[src/iri_pkg.sv]
package iri_pkg;
  // wishbone register byte offsets
  localparam logic [7:0] IRI_CFG_OFF = 8'h00;
  localparam logic [7:0] IRI_CMD_OFF = 8'h04;
  localparam logic [7:0] IRI_STAT_OFF = 8'h08;
  localparam logic [7:0] IRI_RDG_OFF = 8'h0c;
  localparam logic [7:0] IRI_TXD_OFF = 8'h10;
  localparam logic [7:0] IRI_QRY_OFF = 8'h14;
  // configuration field positions
  localparam int IRI_ADDR_LSB = 0;
  localparam int IRI_IFSEL_BIT = 8;
  localparam int IRI_BAUD_LSB = 12;
  localparam int IRI_PAR_LSB = 16;
  localparam int IRI_LANG_LSB = 20;
  // command register bits
  localparam int IRI_CMD_CLR_BIT = 0;
  localparam int IRI_CMD_CAL_BIT = 1;
  localparam int IRI_CMD_LANG_LSB = 4;
  // reset address, talk-only address, characters and lengths
  localparam logic [4:0] IRI_ADDR_RST = 5'h16;
  localparam logic [4:0] IRI_TALK_ONLY = 5'h1f;
  localparam logic [7:0] IRI_CTRL_C = 8'h03;
  localparam logic [7:0] IRI_NL = 8'h0a;
  localparam logic [7:0] IRI_CR = 8'h0d;
  localparam logic [7:0] IRI_COMMA = 8'h2c;
  localparam logic [6:0] IRI_QRY_MAX = 7'h4f;
  localparam logic [4:0] IRI_RDG_LEN = 5'h0f;

  typedef enum logic [2:0] {
    IRI_B300 = 3'h0, IRI_B600 = 3'h1, IRI_B1200 = 3'h2,
    IRI_B2400 = 3'h3, IRI_B4800 = 3'h4, IRI_B9600 = 3'h5
  } iri_baud_t;
  typedef enum logic [1:0] {IRI_PAR_NONE = 2'h0, IRI_PAR_EVEN = 2'h1, IRI_PAR_ODD = 2'h2} iri_par_t;
  typedef enum logic [1:0] {
    IRI_LANG_NATIVE = 2'h0, IRI_LANG_LEGACY_A = 2'h1, IRI_LANG_LEGACY_B = 2'h2
  } iri_lang_t;
  localparam logic [1:0] IRI_CMD_NATIVE = 2'h1; // select_native_language_cmd
  localparam logic [1:0] IRI_CMD_LEG_A = 2'h2; // select_legacy_a_language_cmd
  localparam logic [1:0] IRI_CMD_LEG_B = 2'h3; // select_legacy_b_language_cmd

  // non-volatile settings image
  typedef struct packed {
    iri_lang_t lang;
    iri_par_t par;
    iri_baud_t baud;
    logic serial_sel;
    logic [4:0] addr;
  } iri_cfg_t;
  localparam iri_cfg_t IRI_CFG_RST = '{lang: IRI_LANG_NATIVE, par: IRI_PAR_EVEN,
    baud: IRI_B9600, serial_sel: 1'b0, addr: IRI_ADDR_RST};

  // one reading: sign, digit, 8 fraction digits, exponent sign and two digits
  typedef struct packed {
    logic neg;
    logic [3:0] lead;
    logic [31:0] frac;
    logic exp_neg;
    logic [7:0] exp;
  } iri_rdg_t;

  typedef struct packed {
    logic valid;
    logic [7:0] data;
  } iri_byte_t;
endpackage

[src/iri_top.sv]
// Function
// - non-reading query replies under 80 chars
// - reading SD.DDDDDDDDESDD, commas, NL or CR
// - mantissa and exponent sign always sent
// - clear keeps status, errors and settings
// - clear aborts measurement in progress
// - clear returns trigger to idle
// - clear empties input and output buffers
// - after clear parse restarts at start
// - serial control-C acts as device clear
// - DTR true after any clear
// - address 31 talks without being addressed
// - serial and 31 sends readings in local
// - address 0..31, default 22
// - settings kept across interface reset
// - one interface only, parallel default
// - baud 300..9600, default 9600
// - parity fixes width, even 7 default
// - three commands select command language
// - calibration only in native language
// - legacy A ignores cal, clear skips selftest
module iri_top (
  input wire logic clk_i,
  input wire logic rst_n_i,
  input wire logic nv_rst_n_i,
  input wire logic wb_cyc_i,
  input wire logic wb_stb_i,
  input wire logic wb_we_i,
  input wire logic [7:0] wb_adr_i,
  input wire logic [3:0] wb_sel_i,
  input wire logic [31:0] wb_dat_i,
  output logic [31:0] wb_dat_o,
  output logic wb_ack_o,
  input wire logic dev_clear_i,
  input wire iri_pkg::iri_byte_t rx_i,
  input wire logic local_mode_i,
  input wire logic rdg_valid_i,
  input wire iri_pkg::iri_rdg_t rdg_i,
  input wire logic rdg_last_i,
  output logic rdg_ready_o,
  output iri_pkg::iri_byte_t tx_o,
  input wire logic tx_ready_i,
  output logic talk_only_o,
  output logic par_en_o,
  output logic ser_en_o,
  output logic meas_abort_o,
  output logic trig_idle_o,
  output logic parse_restart_o,
  output logic cal_exec_o,
  output logic selftest_o,
  output logic dtr_o,
  output iri_pkg::iri_cfg_t cfg_o
);
  import iri_pkg::*;

  ////////////////////////////////////////////////////////////////////////////
  // bus decode
  wire logic acc = wb_cyc_i & wb_stb_i & ~wb_ack_o;
  wire logic wr = acc & wb_we_i & wb_sel_i[0];
  wire logic hit_cfg = wb_adr_i == IRI_CFG_OFF;
  wire logic hit_cmd = wb_adr_i == IRI_CMD_OFF;
  wire logic hit_rdg = wb_adr_i == IRI_RDG_OFF;
  wire logic hit_txd = wb_adr_i == IRI_TXD_OFF;
  wire logic hit_qry = wb_adr_i == IRI_QRY_OFF;
  wire logic [1:0] lang_cmd = wb_dat_i[IRI_CMD_LANG_LSB +: 2];
  wire logic cmd_wr = wr & hit_cmd;
  wire logic sw_clear = cmd_wr & wb_dat_i[IRI_CMD_CLR_BIT];
  wire logic ctrl_c = rx_i.valid & ser_en_o & (rx_i.data == IRI_CTRL_C);
  wire logic clear = dev_clear_i | sw_clear | ctrl_c;

  ////////////////////////////////////////////////////////////////////////////
  // settings; only the separate storage reset restores them
  iri_cfg_t cfg_reg, cfg_next;
  wire logic [4:0] new_addr = wb_dat_i[IRI_ADDR_LSB +: 5];
  wire logic [2:0] new_baud = wb_dat_i[IRI_BAUD_LSB +: 3];
  wire logic [1:0] new_par = wb_dat_i[IRI_PAR_LSB +: 2];
  wire logic [1:0] new_lang = wb_dat_i[IRI_LANG_LSB +: 2];
  always_comb begin
    cfg_next = cfg_reg;
    if (wr & hit_cfg) begin
      cfg_next.addr = new_addr;
      cfg_next.serial_sel = wb_dat_i[IRI_IFSEL_BIT];
      if (new_baud <= 3'(IRI_B9600)) cfg_next.baud = iri_baud_t'(new_baud);
      if (new_par <= 2'(IRI_PAR_ODD)) cfg_next.par = iri_par_t'(new_par);
      if (new_lang <= 2'(IRI_LANG_LEGACY_B)) cfg_next.lang = iri_lang_t'(new_lang);
    end
    // language commands
    if (cmd_wr) begin
      case (lang_cmd)
        IRI_CMD_NATIVE: cfg_next.lang = IRI_LANG_NATIVE;
        IRI_CMD_LEG_A: cfg_next.lang = IRI_LANG_LEGACY_A;
        IRI_CMD_LEG_B: cfg_next.lang = IRI_LANG_LEGACY_B;
        default: cfg_next.lang = cfg_next.lang;
      endcase
    end
  end
  // clear never touches settings
  always_ff @(posedge clk_i or negedge nv_rst_n_i) begin
    if (!nv_rst_n_i) cfg_reg <= IRI_CFG_RST;
    else cfg_reg <= cfg_next;
  end
  assign cfg_o = cfg_reg;
  assign ser_en_o = cfg_reg.serial_sel;
  assign par_en_o = ~cfg_reg.serial_sel;
  wire logic [3:0] char_bits = (cfg_reg.par == IRI_PAR_NONE) ? 4'h8 : 4'h7;
  wire logic talk_only = cfg_reg.addr == IRI_TALK_ONLY;
  assign talk_only_o = talk_only;

  ////////////////////////////////////////////////////////////////////////////
  // clear side effects and calibration gating
  logic [2:0] pulse_reg;
  logic dtr_reg;
  logic cal_reg;
  wire logic native = cfg_reg.lang == IRI_LANG_NATIVE;
  wire logic cal_req = cmd_wr & wb_dat_i[IRI_CMD_CAL_BIT];
  always_ff @(posedge clk_i or negedge rst_n_i) begin
    if (!rst_n_i) begin
      pulse_reg <= 3'h0;
      dtr_reg <= 1'b1;
      cal_reg <= 1'b0;
    end else begin
      pulse_reg <= {3{clear}};
      dtr_reg <= clear | dtr_reg;
      cal_reg <= cal_req & native;
    end
  end
  assign meas_abort_o = pulse_reg[0];
  assign trig_idle_o = pulse_reg[1];
  assign parse_restart_o = pulse_reg[2];
  assign dtr_o = dtr_reg;
  assign cal_exec_o = cal_reg;
  // no mode runs self-test on clear; legacy A explicitly skips it
  assign selftest_o = 1'b0;

  ////////////////////////////////////////////////////////////////////////////
  // output formatter: reading characters, or query string bytes
  typedef enum logic [2:0] {
    IRI_IDLE = 3'b001, IRI_RDG = 3'b010, IRI_QRY = 3'b100
  } iri_st_t;
  iri_st_t st_reg, st_next;
  iri_rdg_t rdg_reg;
  logic last_reg;
  logic [4:0] idx_reg;
  logic [6:0] qcnt_reg;
  iri_byte_t tx_reg;
  logic qry_seen_reg;
  // readings go out whenever not talk only; parallel talk only always, serial talk only in local
  wire logic may_talk = talk_only ? (par_en_o | local_mode_i) : 1'b1;
  wire logic tx_free = ~tx_reg.valid | tx_ready_i;
  wire logic take_rdg = (st_reg == IRI_IDLE) & rdg_valid_i & may_talk & ~clear;
  assign rdg_ready_o = take_rdg;
  wire logic qry_wr = wr & hit_qry & (st_reg != IRI_RDG) & tx_free;
  wire logic [7:0] term = par_en_o ? IRI_NL : IRI_CR;
  function automatic logic [7:0] dig(input logic [3:0] d);
    dig = 8'h30 + {4'h0, d};
  endfunction
  logic [7:0] rdg_ch;
  always_comb begin
    case (idx_reg)
      5'h00: rdg_ch = rdg_reg.neg ? 8'h2d : 8'h2b;
      5'h01: rdg_ch = dig(rdg_reg.lead);
      5'h02: rdg_ch = 8'h2e;
      5'h03: rdg_ch = dig(rdg_reg.frac[31:28]);
      5'h04: rdg_ch = dig(rdg_reg.frac[27:24]);
      5'h05: rdg_ch = dig(rdg_reg.frac[23:20]);
      5'h06: rdg_ch = dig(rdg_reg.frac[19:16]);
      5'h07: rdg_ch = dig(rdg_reg.frac[15:12]);
      5'h08: rdg_ch = dig(rdg_reg.frac[11:8]);
      5'h09: rdg_ch = dig(rdg_reg.frac[7:4]);
      5'h0a: rdg_ch = dig(rdg_reg.frac[3:0]);
      5'h0b: rdg_ch = 8'h45;
      5'h0c: rdg_ch = rdg_reg.exp_neg ? 8'h2d : 8'h2b;
      5'h0d: rdg_ch = dig(rdg_reg.exp[7:4]);
      5'h0e: rdg_ch = dig(rdg_reg.exp[3:0]);
      default: rdg_ch = last_reg ? term : IRI_COMMA;
    endcase
  end
  always_comb begin
    st_next = st_reg;
    case (st_reg)
      IRI_IDLE: begin
        if (take_rdg) st_next = IRI_RDG;
        else if (qry_wr) st_next = IRI_QRY;
      end
      IRI_RDG: if (tx_free && idx_reg == IRI_RDG_LEN) st_next = IRI_IDLE;
      IRI_QRY: if (qry_wr && wb_dat_i[7:0] == term) st_next = IRI_IDLE;
      default: st_next = IRI_IDLE;
    endcase
    if (clear) st_next = IRI_IDLE;
  end
  // query bytes 79 to 128 are dropped and the terminator sent in their place; the count then wraps
  wire logic q_full = qcnt_reg >= IRI_QRY_MAX - 7'h1;
  always_ff @(posedge clk_i or negedge rst_n_i) begin
    if (!rst_n_i) begin
      st_reg <= IRI_IDLE;
      rdg_reg <= '0;
      last_reg <= 1'b0;
      idx_reg <= 5'h0;
      qcnt_reg <= 7'h0;
      tx_reg <= '0;
      qry_seen_reg <= 1'b0;
    end else begin
      st_reg <= st_next;
      if (take_rdg) begin
        rdg_reg <= rdg_i;
        last_reg <= rdg_last_i;
        idx_reg <= 5'h0;
      end else if (st_reg == IRI_RDG && tx_free) begin
        idx_reg <= idx_reg + 5'h1;
      end
      if (clear) begin
        tx_reg <= '0;
        qcnt_reg <= 7'h0;
      end else if (st_reg == IRI_RDG && tx_free) begin
        tx_reg <= '{valid: 1'b1, data: rdg_ch};
      end else if (qry_wr) begin
        tx_reg <= '{valid: 1'b1, data: q_full ? term : wb_dat_i[7:0]};
        qcnt_reg <= (wb_dat_i[7:0] == term) ? 7'h0 : qcnt_reg + 7'h1;
      end else if (tx_ready_i) begin
        tx_reg.valid <= 1'b0;
      end
      qry_seen_reg <= rx_i.valid & ~ctrl_c; // input byte accepted this cycle
    end
  end
  assign tx_o = tx_reg;

  ////////////////////////////////////////////////////////////////////////////
  // wishbone ack and read data
  logic ack_reg;
  logic [31:0] rd_reg;
  wire logic [31:0] stat_w = {19'h0, char_bits, 1'b0, st_reg, qry_seen_reg, dtr_reg,
    tx_reg.valid, talk_only, native};
  wire logic [31:0] cfg_w = {10'h0, cfg_reg.lang, 2'h0, cfg_reg.par, 1'b0, cfg_reg.baud,
    3'h0, cfg_reg.serial_sel, 3'h0, cfg_reg.addr};
  wire logic [31:0] rd_w = hit_cfg ? cfg_w :
    (wb_adr_i == IRI_STAT_OFF) ? stat_w :
    hit_txd ? {24'h0, tx_reg.data} :
    hit_rdg ? {27'h0, idx_reg} : 32'h0;
  always_ff @(posedge clk_i or negedge rst_n_i) begin
    if (!rst_n_i) begin
      ack_reg <= 1'b0;
      rd_reg <= 32'h0;
    end else begin
      ack_reg <= acc;
      rd_reg <= rd_w;
    end
  end
  assign wb_ack_o = ack_reg;
  assign wb_dat_o = rd_reg;
endmodule

[config.mk]
export PLATFORM = sky130hd
export DESIGN_NAME = iri_top
export DESIGN_NICKNAME = d
export VERILOG_FILES = /design/src/iri_pkg.sv /design/src/iri_top.sv
export SDC_FILE = /design/constraint.sdc
export NUM_CORES = 1
export LEC_CHECK = 0
export BUFFER_PORTS_ARGS = -buffer_cell sky130_fd_sc_hd__buf_2
export CELL_PAD_IN_SITES_DETAIL_PLACEMENT = 2
export CELL_PAD_IN_SITES_GLOBAL_PLACEMENT = 2
export CORE_ASPECT_RATIO = 2
export CORE_MARGIN = 2
export CORE_UTILIZATION = 35
export DETAILED_ROUTE_END_ITERATION = 7
export GPL_TIMING_DRIVEN = 0
export PLACE_DENSITY = 0.95
export SYNTH_ARGS = -nofsm -noshare
export SYNTH_HDL_FRONTEND = slang
export SYNTH_SLANG_ARGS = --single-unit
[constraint.sdc]
create_clock -name clk_i -period 4.8 [get_ports clk_i]
set_input_delay 0.96 -clock clk_i [delete_from_list [all_inputs] [get_ports clk_i]]
set_output_delay 0.96 -clock clk_i [all_outputs]
set_load 0.05 [all_outputs]
==> flow_summary_export.csv <==
group,metric,value,unit
clock_network,clockRootBuffer,"clkbuf_16",
yosys,yosys-top-cells-area,"dfrtp_1 43%, mux2_4 11%, dfstp_2 3.7%, buf_4 2.7%, nor2_1 2.7%",
place,dp_hpwl,17.03,mm
worst_setup_path,reg2reg_setup_slack,2280,ps
power_and_ir_drop,leakage,3.409,nW
timing,setup_viol,0,
timing,relSlewSlack,27.76,%
routing,wl_met1,7.043,mm
run_status,status,"complete, no violations",
timing,tightest_slew,1075,ps
routing,drcViolationCount,0,
routing,via_per_inst,5.610,
global_route,antenna_found_initial,0,
timing,setup_tns,0,ps
worst_setup_path,critPathSlowestCell,"nor2_8",
worst_setup_path,critical_path.max_fanout,10,
routing,top_layer_used,"met4",
global_route,grt.total_usage,25.59,%
worst_setup_path,crit_top_cell,"buf_2",
timing,max_clock_freq,0.2702,GHz
floorplanning,dieArea,0.01752,mm2
finish,syn_to_final_growth,22.93,%
yosys,synth_cell_types,76,
timing,period_needed,3701,ps
worst_setup_path,rr_startpoint,"idx_reg[3]",
clock_network,cts.sinks,106,
global_route,grt_pass1_wl,33.32,mm
global_route,grt_max_degree,49,
worst_setup_path,critPathLaunchType,"input port",
worst_setup_path,worstReg2RegEnd,"tx_o[3]",
routing,wl_met3,737,um
routing,vias,4959,
yosys,async_reset_ff_share,100.0,%
floorplanning,initial_utilization,35.50,%
timing,min_period_over_period,77.11,%
job,maxCapViolations,0,
yosys,synth_largest_area_cell,"dfrtp_1",
power_and_ir_drop,p_per_area,322.0,mW/mm2
routing,drt_iter0_drc,171,
routing,drt-total-wl,21.54,mm
floorplanning,die_w,94.60,um
floorplanning,fp.coreArea,0.01619,mm2
finish,nNetsFinal,792,
yosys,ys_ff_latch,106,
clock_network,cts_tree,"done",
place,gp_congestion,0.9152,
global_route,grt-ovfl-total,0,
clock_network,ctsHoldBuffers,0,
yosys,synth_edf_count,0,
yosys,yosysSeqAreaShare,46.34,%
yosys,syn_avg_cell_area,11.29,um2
worst_setup_path,cp_cell_sequence,"buf_2, and3b_1, clkbuf_1, nand4_1, o21a_4, inv_8, nor2_8, buf_6, buf_2",
clock_network,clk_pin_slew,80,ps
power_and_ir_drop,vdd_drop_max,0.1783,mV
clock_network,h-tree-depth,3,
yosys,synthCells,509,
floorplanning,rows,66,
routing,wl_per_cell,24.37,um
finish,drive_gt1_share,38.97,%
clock_network,clock_latency,360,ps
worst_setup_path,r2r.worst_path.cells,7,
worst_setup_path,end_kind,"output pin",
place,portBuffers,141,
routing,dr_wl_met2,12.48,mm
yosys,synth_top_area_share,42.68,%
floorplanning,ios,175,
yosys,yosysWarnings,0,
routing,first_pass_iters,4,
floorplanning,chipHeight,185.2,um
timing,report.final.slew_viol_count,0,
timing,fin_skew,12.76,ps
clock_network,cts_buffers,9,
hold_path,hold_path_class,"in -> async",
timing,grt_setup_unrepaired,"no",
timing,hold_violations,0,
clock_network,cts_buffer_depth,2,
worst_setup_path,critPathKind,"in -> out",
yosys,synth_area,0.005746,mm2
worst_setup_path,required,3840,ps
worst_setup_path,cp_data_arrival_time,2740,ps
clock_network,cts_setup_buffers,0,
finish,final_util,43.64,%
finish,antenna_cells,0,
finish,largest_reg_flops,46,
worst_setup_path,critPathMaxStageDelay,280,ps
clock_network,ctsResizeCount,0,
yosys,synthFlopType,"dfrtp_1",
routing,detail-route-antenna-nets,0,
global_route,grt_pass1_vias,5708,
==> cells in the final DEF (no fill, tap or decap), drive strengths merged, types with 10 or more instances in the layout <==
cell	n
a21oi	18
buf	178
clkbuf	18
conb	14
dfrtp	98
inv	20
mux2	51
mux2i	15
nand2	29
nand2b	10
nand3	10
nor2	42
o21ai	17
==> worst max-delay path: cells and delay by family <==
family,cells,cell delay (ps)
AOI/OAI and AO/OA,1,230
and+or+nand+nor,3,680
buffers and inverters,5,850
==> worst max-delay path by stage <==
stage / slack (ps) / cells past startpoint / to / from
floorplan: 1770 / 6 / rdg_ready_o / rx_i[1]
global placement: 1080 / 8 / rdg_ready_o / rx_i[1]
detailed placement: 1090 / 8 / rdg_ready_o / rx_i[1]
CTS: 1090 / 8 / rdg_ready_o / rx_i[1]
global route: 1030 / 9 / rdg_ready_o / wb_cyc_i
finish: 1100 / 9 / rdg_ready_o / wb_cyc_i
==> area by class of cell <==
cell class | instances | area (um2)
Multi-Input combinational cell | 355 | 2731
Fill cell | 1734 | 9123
Clock inverter | 6 | 48.80
Sequential cell | 106 | 2663
Clock buffer | 10 | 229.0
Buffer | 44 | 329.1
Inverter | 17 | 71.32
Timing Repair Buffer | 142 | 735.7
Tap cell | 204 | 255.2
==> power by group <==
part	switching, mW	internal [mW]
clock network	0.364	0.360
logic	0.246	0.235
registers	0.0773	0.993
==> routing by layer <==
metal / GRT usage (%) / vias to the layer above
met5: 0 / -
li1: - / 2155
met2: 49.11 / 183
met1: 25.05 / 2546
met3: 3.255 / 75
met4: 15.71 / 0
==> stage by stage <==
step / cells / total power [mW] / cell area (um2) / setup slack [ps] / hold slack, ps
floorplan: 522 / 1.381 / 5794 / 1773 / 475.8
global placement: 867 / 1.523 / 6755 / 1084 / 484.9
detailed placement: 868 / 1.565 / 6785 / 1090 / 498.3
CTS: 884 / 2.297 / 7063 / 1090 / 500.1
global route: 884 / 2.380 / 7063 / 1030 / 497.9
finish: 884 / 2.275 / 7063 / 1099 / 506.6
==> synth_stat cells (all sizes together) (2+ instances only) <==
| master | n |
|---|---|
| inv | 17 |
| nor3b | 4 |
| ha | 7 |
| nand3 | 10 |
| xnor2 | 2 |
| a31oi | 3 |
| clkbuf | 8 |
| and4b | 2 |
| or3b | 2 |
| nor2b | 9 |
| a22o | 6 |
| o221ai | 3 |
| nand4 | 5 |
| nand2 | 29 |
| mux2 | 51 |
| o31ai | 5 |
| o21ai | 17 |
| o22a | 5 |
| and3 | 9 |
| o211ai | 2 |
| a21oi | 18 |
| nor2 | 42 |
| a311oi | 2 |
| o22ai | 6 |
| nor4b | 2 |
| nand2b | 10 |
| buf | 36 |
| a221o | 2 |
| a211oi | 5 |
| o21a | 2 |
| and4 | 2 |
| a22oi | 7 |
| and2 | 7 |
| o32ai | 2 |
| mux2i | 15 |
| dfstp | 8 |
| dfrtp | 98 |
| o2111ai | 2 |
| nand3b | 4 |
| o2bb2ai | 5 |
| a31o | 2 |
| nor4 | 5 |
| a32oi | 3 |
| nor3 | 8 |
==> cells by family after synthesis <==
family	Yosys count	synth area share, %
simple gates	155	14.94
xor+xnor	3	0.4574
fa+ha+maj	7	1.524
compound gates	109	13.83
mux	67	15.88
buf+inv	61	6.969
flops	106	46.34
other cells	1	0.06527
(Power assumes the default switching activity.)
